--- src/hdl/lap_pkg.sv ---
// package of constants for the link adaptor host port
// What this block does
// - link data packet sets data-present; read clears
// - receive interrupt equals enable and data-present
// - input data read or reset drops receive interrupt
// - input data read clears flag, sends acknowledge
// - acknowledge starts 0.8 to 2 bits after deselect
// - receive interrupt within 13 bits of packet start
// - written output byte goes out as data packet
// - output data reads return undefined, no effect
// - output-ready empty buffer, reset high, write clears
// - output-ready waits for transmission and acknowledge
// - transmit interrupt equals enable and output-ready
// - output write drops transmit interrupt; reset raises
// - data packet starts 0.8 to 2 bits after deselect
// - transmit interrupt within 3 bits of acknowledge
// - select lines latched on chip select falling
// - write data captured on chip select rising
// - bus driven only during selected reads
// - input data holds data, never acknowledge
package lap_pkg;
  // register select codes
  localparam logic [1:0] SEL_RX_DATA = 2'h0;
  localparam logic [1:0] SEL_TX_DATA = 2'h1;
  localparam logic [1:0] SEL_RX_STAT = 2'h2;
  localparam logic [1:0] SEL_TX_STAT = 2'h3;
  // status field positions
  localparam int STAT_FLAG_BIT = 0;
  localparam int STAT_IE_BIT   = 1;
  // reset values
  localparam logic       RX_IE_RST  = 1'b0;
  localparam logic       TX_IE_RST  = 1'b0;
  localparam logic       RDY_RST    = 1'b1;
  localparam logic       TX_IRQ_RST = 1'b1;
  // link timing
  localparam int CLK_PERIOD_NS = 4;
  localparam int BIT_NS        = 100;
  localparam int BIT_CYCLES    = BIT_NS / CLK_PERIOD_NS;
  // packet lengths in bits
  localparam int DATA_PKT_BITS = 11;
  localparam int ACK_PKT_BITS  = 2;
  // transmit buffer
  localparam int FIFO_DEPTH = 16;
  localparam int FIFO_WIDTH = 8;
endpackage

--- src/hdl/lap_fifo.sv ---
// synchronous fifo with valid/ready on both sides
`timescale 1ns/1ps
`default_nettype none
module lap_fifo #(
  parameter int WIDTH = 8,
  parameter int DEPTH = 16
) (
  // clock and reset
  input  wire logic             clk_i,
  input  wire logic             rst_i,
  // fill side
  input  wire logic             in_valid_i,
  output logic                  in_ready_o,
  input  wire logic [WIDTH-1:0] in_data_i,
  // drain side
  output logic                  out_valid_o,
  input  wire logic             out_ready_i,
  output logic      [WIDTH-1:0] out_data_o
);
  localparam int AW = $clog2(DEPTH);
  logic [WIDTH-1:0] mem [DEPTH];   // storage
  logic [AW-1:0]    wr_q;          // write pointer
  logic [AW-1:0]    rd_q;          // read pointer
  logic [AW:0]      cnt_q;         // fill level
  logic             push;
  logic             pop;

  assign in_ready_o  = (cnt_q != (AW+1)'(DEPTH));
  assign out_valid_o = (cnt_q != '0);
  assign out_data_o  = mem[rd_q];
  assign push        = in_valid_i && in_ready_o;
  assign pop         = out_valid_o && out_ready_i;

  // storage write
  always_ff @(posedge clk_i) begin
    if (push) begin
      mem[wr_q] <= in_data_i;
    end
  end

  // pointers and level
  always_ff @(posedge clk_i) begin
    if (rst_i) begin
      wr_q  <= '0;
      rd_q  <= '0;
      cnt_q <= '0;
    end else begin
      if (push) begin
        wr_q <= (wr_q == AW'(DEPTH-1)) ? '0 : wr_q + 1'b1;
      end
      if (pop) begin
        rd_q <= (rd_q == AW'(DEPTH-1)) ? '0 : rd_q + 1'b1;
      end
      cnt_q <= cnt_q + (AW+1)'(push) - (AW+1)'(pop);
    end
  end
endmodule
`default_nettype wire

--- src/hdl/lap_host_port.sv ---
// link adaptor host register port with bit-serial link
`timescale 1ns/1ps
`default_nettype none
module lap_host_port #(
  parameter int BIT_CYCLES = lap_pkg::BIT_CYCLES,
  parameter int FIFO_DEPTH = lap_pkg::FIFO_DEPTH
) (
  // clock and reset
  input  wire logic       MCLK_I,
  input  wire logic       SRST_I,
  // host bus
  input  wire logic       CHIP_SELECT_N_I,
  input  wire logic       READ_WRITE_SEL_I,
  input  wire logic [1:0] REG_SELECT_I,
  input  wire logic [7:0] HOST_BUS_I,
  output logic      [7:0] HOST_BUS_O,
  output logic            HOST_BUS_OE_N_O,
  // interrupts
  output logic            RX_IRQ_O,
  output logic            TX_IRQ_O,
  // serial link
  input  wire logic       LINK_IN_I,
  output logic            LINK_OUT_O
);
  ////////////////////////////////////////////////////////////////////
  // declarations
  typedef enum logic [1:0] {TX_IDLE = 2'b01, TX_SEND = 2'b10} lap_tx_t;
  typedef enum logic [1:0] {RX_IDLE = 2'b01, RX_BITS = 2'b10} lap_rx_t;

  logic        cs_prev_q;      // chip select last cycle
  logic        cs_fall;        // access begins
  logic        cs_rise;        // access ends
  logic [1:0]  sel_q;          // latched register select
  logic        rd_q;           // latched read/write
  logic        rx_dp_q;        // data-present flag
  logic        rx_ie_q;        // receive interrupt enable
  logic        tx_rdy_q;       // output-ready flag
  logic        tx_ie_q;        // transmit interrupt enable
  logic [7:0]  rx_data_q;      // input data register
  logic        wr_open_q;      // output write in progress
  logic        ack_req_q;      // acknowledge owed to link
  logic        await_ack_q;    // data sent, acknowledge awaited
  logic [15:0] div_q;          // bit time divider
  logic        bit_tick;       // one pulse per bit time
  logic        arm_q;          // one tick seen since request
  lap_tx_t     tx_st_q;        // transmitter state
  logic [10:0] tx_sh_q;        // transmit shifter
  logic [3:0]  tx_left_q;      // bits still to send
  logic        start_ack;      // acknowledge packet starts
  logic        start_data;     // data packet starts
  lap_rx_t     rx_st_q;        // receiver state
  logic [15:0] rx_cnt_q;       // cycles to next sample
  logic [3:0]  rx_idx_q;       // received bit index
  logic [7:0]  rx_sh_q;        // receive shifter
  logic        link_prev_q;    // link level last cycle
  logic        rx_done;        // data packet complete
  logic        ack_seen;       // acknowledge received
  logic        rx_rd_fall;     // input data read begins
  logic        tx_wr_fall;     // output data write begins
  logic        f_valid;        // buffer holds a byte
  logic        f_in_ready;     // buffer can take a byte
  logic [7:0]  f_data;         // buffer head

  ////////////////////////////////////////////////////////////////////
  // host access strobes
  assign cs_fall    = cs_prev_q && !CHIP_SELECT_N_I;
  assign cs_rise    = !cs_prev_q && CHIP_SELECT_N_I;
  assign rx_rd_fall = cs_fall && READ_WRITE_SEL_I &&
                      (REG_SELECT_I == lap_pkg::SEL_RX_DATA);
  assign tx_wr_fall = cs_fall && !READ_WRITE_SEL_I &&
                      (REG_SELECT_I == lap_pkg::SEL_TX_DATA);

  // chip select edge history
  always_ff @(posedge MCLK_I) begin
    if (SRST_I) begin
      cs_prev_q <= 1'b1;
    end else begin
      cs_prev_q <= CHIP_SELECT_N_I;
    end
  end

  // select and direction latched as access begins
  always_ff @(posedge MCLK_I) begin
    if (SRST_I) begin
      sel_q <= 2'h0;
      rd_q  <= 1'b1;
    end else if (cs_fall) begin
      sel_q <= REG_SELECT_I;
      rd_q  <= READ_WRITE_SEL_I;
    end
  end

  ////////////////////////////////////////////////////////////////////
  // read data bus, driven only during selected reads
  always_ff @(posedge MCLK_I) begin
    if (SRST_I) begin
      HOST_BUS_OE_N_O <= 1'b1;
      HOST_BUS_O      <= 8'h00;
    end else if (cs_fall && READ_WRITE_SEL_I) begin
      HOST_BUS_OE_N_O <= 1'b0;
      if (REG_SELECT_I == lap_pkg::SEL_RX_DATA) begin
        HOST_BUS_O <= rx_data_q;
      end else if (REG_SELECT_I == lap_pkg::SEL_RX_STAT) begin
        HOST_BUS_O <= {6'h00, rx_ie_q, rx_dp_q};
      end else if (REG_SELECT_I == lap_pkg::SEL_TX_STAT) begin
        HOST_BUS_O <= {6'h00, tx_ie_q, tx_rdy_q};
      end else begin
        HOST_BUS_O <= 8'h00;
      end
    end else if (CHIP_SELECT_N_I) begin
      HOST_BUS_OE_N_O <= 1'b1;
    end
  end

  ////////////////////////////////////////////////////////////////////
  // status writes take data as chip select rises
  always_ff @(posedge MCLK_I) begin
    if (SRST_I) begin
      rx_ie_q <= lap_pkg::RX_IE_RST;
      tx_ie_q <= lap_pkg::TX_IE_RST;
    end else if (cs_rise && !rd_q) begin
      if (sel_q == lap_pkg::SEL_RX_STAT) begin
        rx_ie_q <= HOST_BUS_I[lap_pkg::STAT_IE_BIT];
      end else if (sel_q == lap_pkg::SEL_TX_STAT) begin
        tx_ie_q <= HOST_BUS_I[lap_pkg::STAT_IE_BIT];
      end
    end
  end

  // data-present: packet arrival wins over a read
  always_ff @(posedge MCLK_I) begin
    if (SRST_I) begin
      rx_dp_q <= 1'b0;
    end else if (rx_done) begin
      rx_dp_q <= 1'b1;
    end else if (rx_rd_fall) begin
      rx_dp_q <= 1'b0;
    end
  end

  // acknowledge owed after input data read ends
  always_ff @(posedge MCLK_I) begin
    if (SRST_I) begin
      ack_req_q <= 1'b0;
    end else if (cs_rise && rd_q && sel_q == lap_pkg::SEL_RX_DATA) begin
      ack_req_q <= 1'b1;
    end else if (start_ack) begin
      ack_req_q <= 1'b0;
    end
  end

  // output write window from select to deselect
  always_ff @(posedge MCLK_I) begin
    if (SRST_I) begin
      wr_open_q <= 1'b0;
    end else if (tx_wr_fall) begin
      wr_open_q <= 1'b1;
    end else if (cs_rise) begin
      wr_open_q <= 1'b0;
    end
  end

  // output-ready: low from write until acknowledge returns
  always_ff @(posedge MCLK_I) begin
    if (SRST_I) begin
      tx_rdy_q <= lap_pkg::RDY_RST;
    end else if (tx_wr_fall) begin
      tx_rdy_q <= 1'b0;
    end else if (!wr_open_q && !f_valid && !await_ack_q &&
                 tx_st_q == TX_IDLE) begin
      tx_rdy_q <= 1'b1;
    end
  end

  // interrupt outputs from enable and flag
  always_ff @(posedge MCLK_I) begin
    if (SRST_I) begin
      RX_IRQ_O <= 1'b0;
      TX_IRQ_O <= lap_pkg::TX_IRQ_RST;
    end else begin
      RX_IRQ_O <= rx_ie_q && rx_dp_q && !rx_rd_fall;
      TX_IRQ_O <= tx_ie_q && tx_rdy_q && !tx_wr_fall;
    end
  end

  ////////////////////////////////////////////////////////////////////
  // transmit buffer, filled on deselect of a data write
  lap_fifo #(
    .WIDTH (lap_pkg::FIFO_WIDTH),
    .DEPTH (FIFO_DEPTH)
  ) lap_fifo_inst (
    .clk_i       (MCLK_I),
    .rst_i       (SRST_I),
    .in_valid_i  (cs_rise && !rd_q && sel_q == lap_pkg::SEL_TX_DATA),
    .in_ready_o  (f_in_ready),
    .in_data_i   (HOST_BUS_I),
    .out_valid_o (f_valid),
    .out_ready_i (start_data),
    .out_data_o  (f_data)
  );

  ////////////////////////////////////////////////////////////////////
  // bit time divider
  assign bit_tick = (div_q == 16'(BIT_CYCLES - 1));
  always_ff @(posedge MCLK_I) begin
    if (SRST_I || bit_tick) begin
      div_q <= 16'h0000;
    end else begin
      div_q <= div_q + 16'h0001;
    end
  end

  // start one to two bit times after a request; acknowledge first
  assign start_ack  = bit_tick && arm_q && tx_st_q == TX_IDLE &&
                      ack_req_q;
  assign start_data = bit_tick && arm_q && tx_st_q == TX_IDLE &&
                      !ack_req_q && f_valid && !await_ack_q;

  // arm on a request's first tick; a new ack request restarts it
  always_ff @(posedge MCLK_I) begin
    if (SRST_I) begin
      arm_q <= 1'b0;
    end else if (start_ack || start_data ||
                 (cs_rise && rd_q && sel_q == lap_pkg::SEL_RX_DATA)) begin
      arm_q <= 1'b0;
    end else if (bit_tick && tx_st_q == TX_IDLE &&
                 (ack_req_q || (f_valid && !await_ack_q))) begin
      arm_q <= 1'b1;
    end
  end

  // transmitter: shift packets out lsb first
  always_ff @(posedge MCLK_I) begin
    if (SRST_I) begin
      tx_st_q   <= TX_IDLE;
      tx_sh_q   <= 11'h000;
      tx_left_q <= 4'h0;
    end else begin
      case (tx_st_q)
        TX_IDLE: begin
          if (start_ack) begin
            tx_sh_q   <= 11'h001;   // start, ack type
            tx_left_q <= 4'(lap_pkg::ACK_PKT_BITS);
            tx_st_q   <= TX_SEND;
          end else if (start_data) begin
            tx_sh_q   <= {1'b0, f_data, 2'h3};
            tx_left_q <= 4'(lap_pkg::DATA_PKT_BITS);
            tx_st_q   <= TX_SEND;
          end
        end
        TX_SEND: begin
          if (bit_tick) begin
            tx_sh_q   <= {1'b0, tx_sh_q[10:1]};
            tx_left_q <= tx_left_q - 4'h1;
            if (tx_left_q == 4'h1) begin
              tx_st_q <= TX_IDLE;
            end
          end
        end
        default: tx_st_q <= TX_IDLE;
      endcase
    end
  end
  assign LINK_OUT_O = tx_sh_q[0];

  // waiting for the acknowledge of a sent byte
  always_ff @(posedge MCLK_I) begin
    if (SRST_I) begin
      await_ack_q <= 1'b0;
    end else if (start_data) begin
      await_ack_q <= 1'b1;
    end else if (ack_seen) begin
      await_ack_q <= 1'b0;
    end
  end

  ////////////////////////////////////////////////////////////////////
  // receiver: sample mid-bit after a rising start edge
  assign ack_seen = rx_st_q == RX_BITS && rx_cnt_q == 16'h0000 &&
                    rx_idx_q == 4'h1 && !LINK_IN_I;
  assign rx_done  = rx_st_q == RX_BITS && rx_cnt_q == 16'h0000 &&
                    rx_idx_q == 4'h9;

  always_ff @(posedge MCLK_I) begin
    if (SRST_I) begin
      link_prev_q <= 1'b0;
    end else begin
      link_prev_q <= LINK_IN_I;
    end
  end

  always_ff @(posedge MCLK_I) begin
    if (SRST_I) begin
      rx_st_q  <= RX_IDLE;
      rx_cnt_q <= 16'h0000;
      rx_idx_q <= 4'h0;
      rx_sh_q  <= 8'h00;
    end else begin
      case (rx_st_q)
        RX_IDLE: begin
          if (LINK_IN_I && !link_prev_q) begin
            rx_cnt_q <= 16'(BIT_CYCLES + BIT_CYCLES / 2 - 2);
            rx_idx_q <= 4'h1;
            rx_st_q  <= RX_BITS;
          end
        end
        RX_BITS: begin
          if (rx_cnt_q != 16'h0000) begin
            rx_cnt_q <= rx_cnt_q - 16'h0001;
          end else if (ack_seen || rx_done) begin
            rx_st_q <= RX_IDLE;
          end else begin
            if (rx_idx_q != 4'h1) begin
              rx_sh_q <= {LINK_IN_I, rx_sh_q[7:1]};
            end
            rx_idx_q <= rx_idx_q + 4'h1;
            rx_cnt_q <= 16'(BIT_CYCLES - 1);
          end
        end
        default: rx_st_q <= RX_IDLE;
      endcase
    end
  end

  // input data register takes only data packets
  always_ff @(posedge MCLK_I) begin
    if (SRST_I) begin
      rx_data_q <= 8'h00;
    end else if (rx_done) begin
      rx_data_q <= {LINK_IN_I, rx_sh_q[7:1]};
    end
  end
endmodule
`default_nettype wire

--- config.mk ---
export PLATFORM = sky130hd
export DESIGN_NAME = lap_host_port
export DESIGN_NICKNAME = d
export VERILOG_FILES = /design/src/hdl/lap_pkg.sv /design/src/hdl/lap_fifo.sv /design/src/hdl/lap_host_port.sv
export SDC_FILE = /design/constraint.sdc
export NUM_CORES = 1
export LEC_CHECK = 0
export BUFFER_PORTS_ARGS = -buffer_cell sky130_fd_sc_hd__buf_2
export CAP_MARGIN = 20
export CELL_PAD_IN_SITES_DETAIL_PLACEMENT = 1
export CELL_PAD_IN_SITES_GLOBAL_PLACEMENT = 1
export CORE_AREA = 2 2 139 141
export DETAILED_ROUTE_END_ITERATION = 12
export DIE_AREA = 0 0 141 143
export PLACE_DENSITY = 0.88
export SLEW_MARGIN = 20
export SYNTH_ARGS = -nofsm -noshare
export SYNTH_HDL_FRONTEND = slang
export SYNTH_SLANG_ARGS = --single-unit
--- constraint.sdc ---
create_clock -name MCLK_I -period 5.2 [get_ports MCLK_I]
set_input_delay 0.26 -clock MCLK_I [delete_from_list [all_inputs] [get_ports MCLK_I]]
set_output_delay 0.26 -clock MCLK_I [all_outputs]
set_load 0.05 [all_outputs]
## After elaboration in Yosys (flattened, before gate mapping)

Memories as Yosys holds them, arrays and structs flattened. A register that Yosys moved wholly into a read port is not among the register bits.
Cells that the tools add are included.

- RAM bits: 128
- Memories: 1
- Register bits after elaboration: 108
- Input bits: 15

- Bitwise operators: 3
- Reduce and logical (&&, ||, !) cells: 72
- Add/subtract/negate cells: 8
- Multiplexer cells: 46
- Eq/ne operators: 26

Memory list:

| memory | words | bits a word | rd ports | clocked after Yosys merged registers in | write ports | RTL line | RTL |
|---|---|---|---|---|---|---|---|
| lap_fifo_inst.mem | 16 | 8 | 1 | 1 | 1 | lap_fifo.sv:21 | `logic [WIDTH-1:0] mem [DEPTH];` |

Operators with widths:

| kind | count |
|---|---|
| 2-to-1 mux 16 bit | 3 |
| 2-to-1 mux 4 bit | 10 |
| logical AND 1 bit | 33 |
| 2-to-1 mux 11 bit | 3 |
| case mux 16 bit (2 select lines) | 1 |
| case mux 11 bit (2 select lines) | 1 |
| 2-to-1 mux 2 bit | 9 |
| adder 16 x 1 -> 16 bit (second input constant) | 1 |
| == test 16 x 5 -> 1 bit (second input constant) | 1 |
| logical NOT 16 bit | 1 |
| case mux 4 bit (2 select lines) | 2 |
| nonzero test 16 bit | 1 |
| nonzero test 2 bit | 8 |
| subtractor 16 x 1 -> 16 bit (second input constant) | 1 |
| AND reduction 3 bit | 5 |
| 2-to-1 mux 1 bit | 14 |
| adder 4 x 1 -> 4 bit (second input constant) | 3 |
| == test 2 bit (second input constant) | 6 |
| == test 4 bit (second input constant) | 3 |
| logical NOT 1 bit | 12 |
| inequality test 2 bit (second input constant) | 5 |
| == test 2 x 1 -> 1 bit (second input constant) | 4 |
| == test 4 x 1 -> 1 bit (second input constant) | 2 |
| 2-to-1 mux 8 bit | 1 |
| 16 further kinds | 25 |

## Longest topological paths before layout

Gate-level depths: netlist (run 1).

- Depth in word-level cells: 9
- Mapped depth: 16
- Gate-level depth less buffers: 15

## By module

From an unflattened synthesis (run 1), not the netlist that was laid out.

- Cell total of the unflattened synthesis: 794
- Area, all modules: 10003.3 sq um

Modules (own cells, without submodules):

| module | instances | area an instance (sq um) | cells an instance |
|---|---|---|---|
| lap_fifo | 1 | 5818.1 | 305 |
| lap_host_port | 1 | 4185.3 | 489 |

## Worst setup path before layout (run 1)

Ideal clock, no wire load.

- Path type: reg2reg
- Start point: register div_q[0]
- End point: register lap_fifo_inst.cnt_q[4]
- Cell stages (with the launch flop): 17
- Buffers on the path: 1
- Path slack: 2352 ps
- Data required time: 5072 ps
- Arrival time: 2721 ps
- Clock period less this slack: 2848 ps
- Path through: dfxtp_1 inv_1 ha_1 nor3b_1 and4_1 clkbuf_1 nand4_1 inv_1 ha_1 inv_1 ha_1 fa_1 a21oi_1 nor2_1 nor2_1 xnor2_1 nor2_1

- Longest elaborated chain between the ends: 8

RTL lines:

| element | RTL line | RTL |
|---|---|---|
| start: declaration | lap_host_port.sv:43 | `logic [15:0] div_q;` |
| start signal: assignment | lap_host_port.sv:209 | `div_q <= div_q + 16'h0001;` |
| == test 16 x 5 -> 1 bit | lap_host_port.sv:204 | `assign bit_tick = (div_q == 16'(BIT_CYCLES - 1));` |
| logical AND 1 bit (3 in series) | lap_host_port.sv:216 | `assign start_data = bit_tick && arm_q && tx_st_q == TX_IDLE &&` |
| logical AND 1 bit (2 in series) | lap_host_port.sv:217 | `!ack_req_q && f_valid && !await_ack_q;` |
| logical AND 1 bit | lap_fifo.sv:32 | `assign pop = out_valid_o && out_ready_i;` |
| via lap_fifo_inst.pop | lap_fifo.sv:26 | `logic pop;` |
| subtractor 5 x 1 -> 5 bit | lap_fifo.sv:54 | `cnt_q <= cnt_q + (AW+1)'(push) - (AW+1)'(pop);` |
| end signal: assignment | lap_fifo.sv:54 |  |
| end: declaration | lap_fifo.sv:24 | `logic [AW:0] cnt_q;` |

The timed path passes the listed nets, and every way through them passes these cells.
A chain may end at the register's enable or synchronous reset.

## Worst setup path in the final report (run 1)

- Start point: register div_q[3]
- End point: register lap_fifo_inst.cnt_q[4]

Same word-level chain as after synthesis.

==> results of run 1 <==
[area by class of cell]
cell class                      count  area, um^2
Fill cell                        1807        7330
Sequential cell                   238        6048
Multi-Input combinational cell    495        3742
Clock buffer                       34       711.9
Tap cell                          234       292.8
Clock inverter                     14       176.4
Timing Repair Buffer               31       170.2
Inverter                           29       108.9
[critical path, stage by stage (launching register included)]
cell and delay [ns]:
dfxtp_1 0.40, nor4bb_1 0.58, and4_1 0.41, nand4_1 0.30, inv_1 0.13, ha_1 0.16, inv_1 0.05, ha_1 0.22
fa_1 0.44, a21oi_1 0.17, nor2_1 0.06, nor2_1 0.13, xnor2_1 0.14, nor2_1 0.06
[worst paths after layout]
check | cells past startpoint | endpoint | slack, ns
setup reg to reg | 13 | lap_fifo_inst.cnt_q[4] | 1.79
hold reg to reg | 2 | tx_sh_q[9] | 0.47
setup / recovery | 13 | lap_fifo_inst.cnt_q[4] | 1.79
hold / removal | 2 | link_prev_q | 0.03
[per-stage QoR]
stage | util (%) | hold slack [ns] | instances | worst slack (ns) | total power (uW)
floorplan | - | 0.3589 | 800 | 2.352 | 3178
global placement | 55.61 | 0.4355 | 1026 | 2.140 | 3299
detailed placement | 55.72 | 0.4543 | 1026 | 1.900 | 3403
CTS | 60.55 | 0.02105 | 1075 | 1.774 | 5287
global route | 60.55 | 0.03791 | 1075 | 1.551 | 5502
finish | 60.55 | 0.02936 | 1075 | 1.794 | 5271
[power groups by stage]
| stage | logic, uW | clock network, uW | registers (uW) |
|---|---|---|---|
| floorplan | 936 | 0 | 2240 |
| global placement | 1060 | 0 | 2240 |
| detailed placement | 1150 | 0 | 2260 |
| CTS | 1160 | 1910 | 2220 |
| global route | 1280 | 1980 | 2240 |
| finish | 1170 | 1890 | 2220 |
[registers in the layout, summed over array words and instances (netlist names), 5 cells and up, named ones only]
| signal | flops |
|---|---|
| rx_sh_q | 7 |
| lap_fifo_inst.cnt_q | 5 |
| rx_data_q | 8 |
| div_q | 16 |
| lap_fifo_inst.mem | 128 |
| HOST_BUS_O | 8 |
| rx_cnt_q | 16 |
| tx_sh_q | 10 |
[layout by cell type (no fill, tap or decap), drive strengths merged, types with 7 or more instances in the layout]
cell type	n
o211ai	13
ha	23
nand2b	10
xnor2	10
mux4	32
a22oi	24
clkinv	9
nand3	19
xor2	22
edfxtp	128
nand4	9
o21ai	28
nor3	14
mux2i	25
dfxtp	110
inv	31
nor2	94
nand2	46
nor2b	7
clkbuf	34
buf	30
a21oi	39
[kinds of logic (layout without fill, tap and decap cells)]
family	after synthesis	count (layout)	synth area share [%]
AO/OA/AOI/OAI	136	136	9.272
XOR/XNOR	32	32	2.788
adder cells (fa/ha/maj)	24	24	3.062
buffers and inverters	67	108	2.837
flip-flops	238	238	60.14
multiplexers	59	59	9.882
AND/OR/NAND/NOR	244	244	12.02
[layer usage]
metal | vias to the layer above | routed length, um | track usage (%) | share of wire, %
li1 | 3013 | - | - | -
met1 | 3363 | 10210 | 31.37 | 41
met2 | 197 | 12630 | 43.90 | 51
met3 | 67 | 1076 | 4.594 | 4.3
met4 | 0 | 818 | 10.74 | 3.3
met5 | - | 0 | 0 | 0
==> Flow_metrics.wiki, run 1 <==
{| class="wikitable"
! Metric !! Value
|-
| Clock tree from TritonCTS || built
|-
| Max-slew headroom || 36.03%
|-
| Mean instance size in the synthesized netlist || 12.57 um^2
|-
| Detail Route Antenna Nets || 0
|-
| Cell Area, Placed || 0.01035 mm^2
|-
| Share of post-route cells with drive strength above 1 || 15.22%
|-
| Count of flip-flops with a built-in enable after synthesis || 128
|-
| Dominant cell type by area after synthesis || edfxtp_1
|-
| Switch Pwr || 1616 uW
|-
| Sinks on Clock Net || 238
|-
| Comb power frac || 22.1%
|-
| Maximum clock path buffer count || 3
|-
| First-iteration detailed-routing DRC count || 401
|-
| GPL Wtd Cong || 0.8036
|-
| Die Span X || 141 um
|-
| First-pass iteration count of the detailed router || 5
|-
| Power Internal || 3656 uW
|-
| Post-synthesis sequential area ratio || 60.14%
|-
| Overall die height || 143 um
|-
| Register bit total from synthesis || 238
|-
| Maximum achievable frequency || 0.2936 GHz
|-
| Critical path endpoint category || flop
|-
| Worst reg2reg startpoint || div_q[3]
|-
| Per-cell via count in the routed design || 6.177
|-
| Post-CTS clock slew at the launch and capture registers of the worst setup and hold paths || 0.06 ns
|-
| Final routed DRC violation total || 0
|-
| Overall Global Routing Usage || 25.30%
|-
| Gates resized, CTS repair || 0
|-
| Cells taking the most area after synthesis || edfxtp_1 38%, dfxtp_1 22%, mux4_2 7.2%, nor2_1 3.5%, ha_1 2.9%
|-
| Ranking of synthesized cells by instance count || 128 x edfxtp_1, 110 x dfxtp_1, 94 x nor2_1
|-
| Number of max-slew violations in the final report || 0
|-
| Boundary pin count || 27
|-
| Period utilization || 65.49%
|-
| Power share of the clock group || 35.8%
|-
| Number of nets in the layout || 860
|-
| Mean routed wirelength per cell || 23.01 um
|-
| Number of different library cells in the post-synthesis netlist || 64
|-
| Port Buffers || 26
|-
| Total global routing overflow || 0
|-
| Status || finished clean
|-
| Pwr Density || 468.5 mW/mm^2
|-
| Netlist Area Pre-Place || 0.01005 mm^2
|-
| Post-synth ARST share || 0%
|-
| Number of hold violations in the final report || 0
|-
| Post-route design area || 0.01125 mm^2
|-
| Kind of critical path || flop to flop
|-
| Leading cell type by number of instances after synthesis || edfxtp_1
|-
| Vias in the first global route || 7071
|-
| HPWL reported at the end of detailed placement || 15750 um
|-
| Number of buffers added for setup after CTS || 0
|-
| Top flip-flop cell by instance count after synthesis || edfxtp_1
|-
| Total negative setup slack || 0 ns
|-
| DR vias || 6640
|-
| Skew final || 0.02580 ns
|-
| Minimum clock period || 3.406 ns
|-
| Clock latency on the worst-skew pair || 0.55 ns
|-
| Worst setup path startpoint || div_q[3]
|-
| Syn_nets || 839
|-
| Element type at the critical path start || flop
|-
| Antenna violations before repair || 0
|-
| CP Data Arrival Time || 3.80 ns
|-
| H-tree Lvls || 1
|-
| CTS hold repair buffers || 1
|-
| Area share of the leading cell type in the synthesized netlist || 38.23%
|-
| Effective utilization at floorplan || 54.11%
|-
| Buffer type at the clock tree root || clkbuf_16
|-
| Routed WL || 24740 um
|-
| Worst-margin pin slew || 0.9560 ns
|-
| Global-route wire length before repair || 39360 um
|-
| Die Outline Area || 0.02016 mm^2
|-
| Switching fraction of total power || 30.65%
|-
| Number of rows created at floorplan || 50
|-
| Kind of path behind the tightest hold check || input pin to flop
|-
| IR drop worst, VDD || 0.0003003 V
|-
| Largest net degree at the start of global routing || 66
|-
| Critical Path RT || 5.59 ns
|-
| P_leak || 0.004027 uW
|-
| Final number of setup-violating endpoints || 0
|-
| Total inserted antenna cells || 0
|-
| Maximum fanout along the worst path || 6
|-
| Number of maximum-capacitance violations || 0
|-
| Number of warnings issued by yosys || 0
|-
| RSZ-0062 raised after global routing || false
|-
| CTS Buf Count || 26
|-
| Worst Min Path Start || LINK_IN_I
|-
| Placeable core region || 0.01858 mm^2
|-
| Seq pwr share || 42.1%
|-
| Synth-to-Final Area Change || 11.91%
|-
| Post-synthesis cell count || 800
|}
(Power assumes the default switching activity.)
==> run 2: changes to the inputs <==
- CORE_AREA: 2 2 139 141 -> 2 2 151 153
- DIE_AREA: 0 0 141 143 -> 0 0 153 155
- PLACE_DENSITY: 0.88 -> 0.79
- clock period: 5.2 -> 2.75 ns (I/O delays scaled with it)
==> Flow_metrics.wiki, run 2 (same netlist as run 1, synthesis figures left out) <==
{| class="wikitable"
! Metric !! Value
|-
| Worst-margin pin slew || 0.7846 ns
|-
| First-iteration detailed-routing DRC count || 504
|-
| Overall die height || 155 um
|-
| Most common library cell in the layout ignoring fill and taps || edfxtp_1
|-
| Fin worst setup slack || 0.1252 ns
|-
| Top Layer Used || met4
|-
| Maximum achievable frequency || 0.3810 GHz
|-
| Number of nets in the layout || 916
|-
| Placeable core region || 0.02223 mm^2
|-
| Maximum clock path buffer count || 3
|-
| Clock tree from TritonCTS || built
|-
| Detail Route Antenna Nets || 0
|-
| Maximum fanout along the worst path || 7
|-
| Antenna violations before repair || 0
|-
| Flip-flop count of the largest register after layout || 128
|-
| Element type at the critical path start || flop
|-
| Max-slew headroom || 47.45%
|-
| Critical Path RT || 3.00 ns
|-
| Most used cells in the layout excluding fill and tap cells || 128 x edfxtp_1, 105 x dfxtp_1, 94 x nor2_1
|-
| RSZ-0062 raised after global routing || true
|-
| Kind of critical path || flop to flop
|-
| Total global routing overflow || 0
|-
| Worst Setup Slack post-DPL || -0.1222 ns
|-
| Port Buffers || 26
|-
| Overall Global Routing Usage || 20.28%
|-
| Global-route wire length before repair || 38510 um
|-
| HPWL reported at the end of detailed placement || 15380 um
|-
| Total inserted antenna cells || 0
|-
| Period utilization || 95.45%
|-
| Sinks on Clock Net || 238
|-
| Largest registers ranked by flip-flop count || lap_fifo_inst.mem: 128 flops, div_q: 16 flops, rx_cnt_q: 16 flops
|-
| Skew final || 0.02056 ns
|-
| Total negative setup slack || 0 ns
|-
| P_leak || 0.004317 uW
|-
| Mean routed wirelength per cell || 20.07 um
|-
| Die Outline Area || 0.02372 mm^2
|-
| CP Data Arrival Time || 2.88 ns
|-
| Vias in the first global route || 7211
|-
| Per-cell via count in the routed design || 5.574
|-
| Number of maximum-capacitance violations || 0
|-
| CTS Buf Count || 26
|-
| Post-CTS clock slew at the launch and capture registers of the worst setup and hold paths || 0.06 ns
|-
| Share of post-route cells with drive strength above 1 || 21.18%
|-
| Pwr Density || 845.4 mW/mm^2
|-
| Boundary pin count || 27
|-
| Wire length on met2 || 12260 um
|-
| Synth-to-Final Area Change || 17.65%
|-
| Routed WL || 23720 um
|-
| H-tree Lvls || 1
|-
| Number of max-slew violations in the final report || 0
|-
| First-pass iteration count of the detailed router || 4
|-
| Kind of path behind the tightest hold check || input pin to flop
|-
| Die Span X || 153 um
|-
| Clock latency on the worst-skew pair || 0.54 ns
|-
| Routed length on met3 || 700 um
|-
| Final routed DRC violation total || 0
|-
| IR drop worst, VDD || 0.0005205 V
|-
| Effective utilization at floorplan || 45.23%
|-
| Post-route core utilization || 53.21%
|-
| Critical path endpoint category || flop
|-
| Final hold slack || 0.02069 ns
|-
| Status || finished clean
|-
| Largest net degree at the start of global routing || 65
|-
| Final number of setup-violating endpoints || 0
|-
| Buffer type at the clock tree root || clkbuf_16
|-
| Number of rows created at floorplan || 55
|-
| Minimum clock period || 2.625 ns
|-
| Post-route met1 wirelength || 10210 um
|-
| Number of hold violations in the final report || 0
|-
| GPL Wtd Cong || 0.7737
|-
| DR vias || 6588
|-
| Register with the highest flop count || lap_fifo_inst.mem
|-
| Post-route total power || 9999 uW
|}
run 2: metal layers:
layer | track usage [%] | up-vias
met1 | 25.49 | 3314
met5 | 0 | -
met3 | 2.702 | 41
li1 | - | 3112
met4 | 4.938 | 0
met2 | 37.24 | 121
run 2: worst paths after layout:
check / startpoint / depth (start not counted) / endpoint / slack (ns)
worst max-delay path: lap_fifo_inst.cnt_q[2] / 8 / lap_fifo_inst.mem[1][6] / 0.13
worst min-delay path: HOST_BUS_I[6] / 1 / lap_fifo_inst.mem[6][6] / 0.02
worst max register to register: lap_fifo_inst.cnt_q[2] / 8 / lap_fifo_inst.mem[1][6] / 0.13
worst min register to register: HOST_BUS_O[7] / 2 / HOST_BUS_O[7] / 0.45
run 2: area by class of cell:
type	count	area (um^2)
clock buffer	31	679.4
inverter	29	108.9
clock inverter	17	195.2
multi-input combinational	495	3812
timing repair buffer	87	623.1
sequential	238	6052
tap	285	356.6
fill	2281	10400
run 2: report_power, final:
group | leakage [uW] | internal [uW] | switching, uW
Combinational | 0.00185 | 907 | 1380
Sequential | 0.00205 | 3990 | 201
Clock | 0.000426 | 2070 | 1450
Total | 0.00432 | 6960 | 3040
run 2: repair_timing:
| item | 4_1_cts | 5_1_grt |
|---|---|---|
| buffers inserted | 0 | 5 |
| pin swaps | 0 | 6 |
| cloned | 0 | 0 |
| endpoints found under the hold margin | 60 | 0 |
| gates resized for setup | 4 | 12 |
| hold buffers | 9 | 0 |
| endpoints found under the setup margin | 1 | 1 |
run 2: metrics by stage:
stage,instance area (um^2),instances
CTS,11750,1177
floorplan,10070,800
detailed placement,10750,1120
finish,11830,1182
global route,11830,1182
global placement,10750,1120
run 2: critical path, cell delays in order, from the launching register on:
cell	delay, ns
dfxtp_1	0.33
inv_1	0.07
ha_2	0.19
nor4bb_1	0.14
nor4bb_1	0.60
buf_4	0.29
nand2_1	0.17
nor3_1	0.32
buf_4	0.23
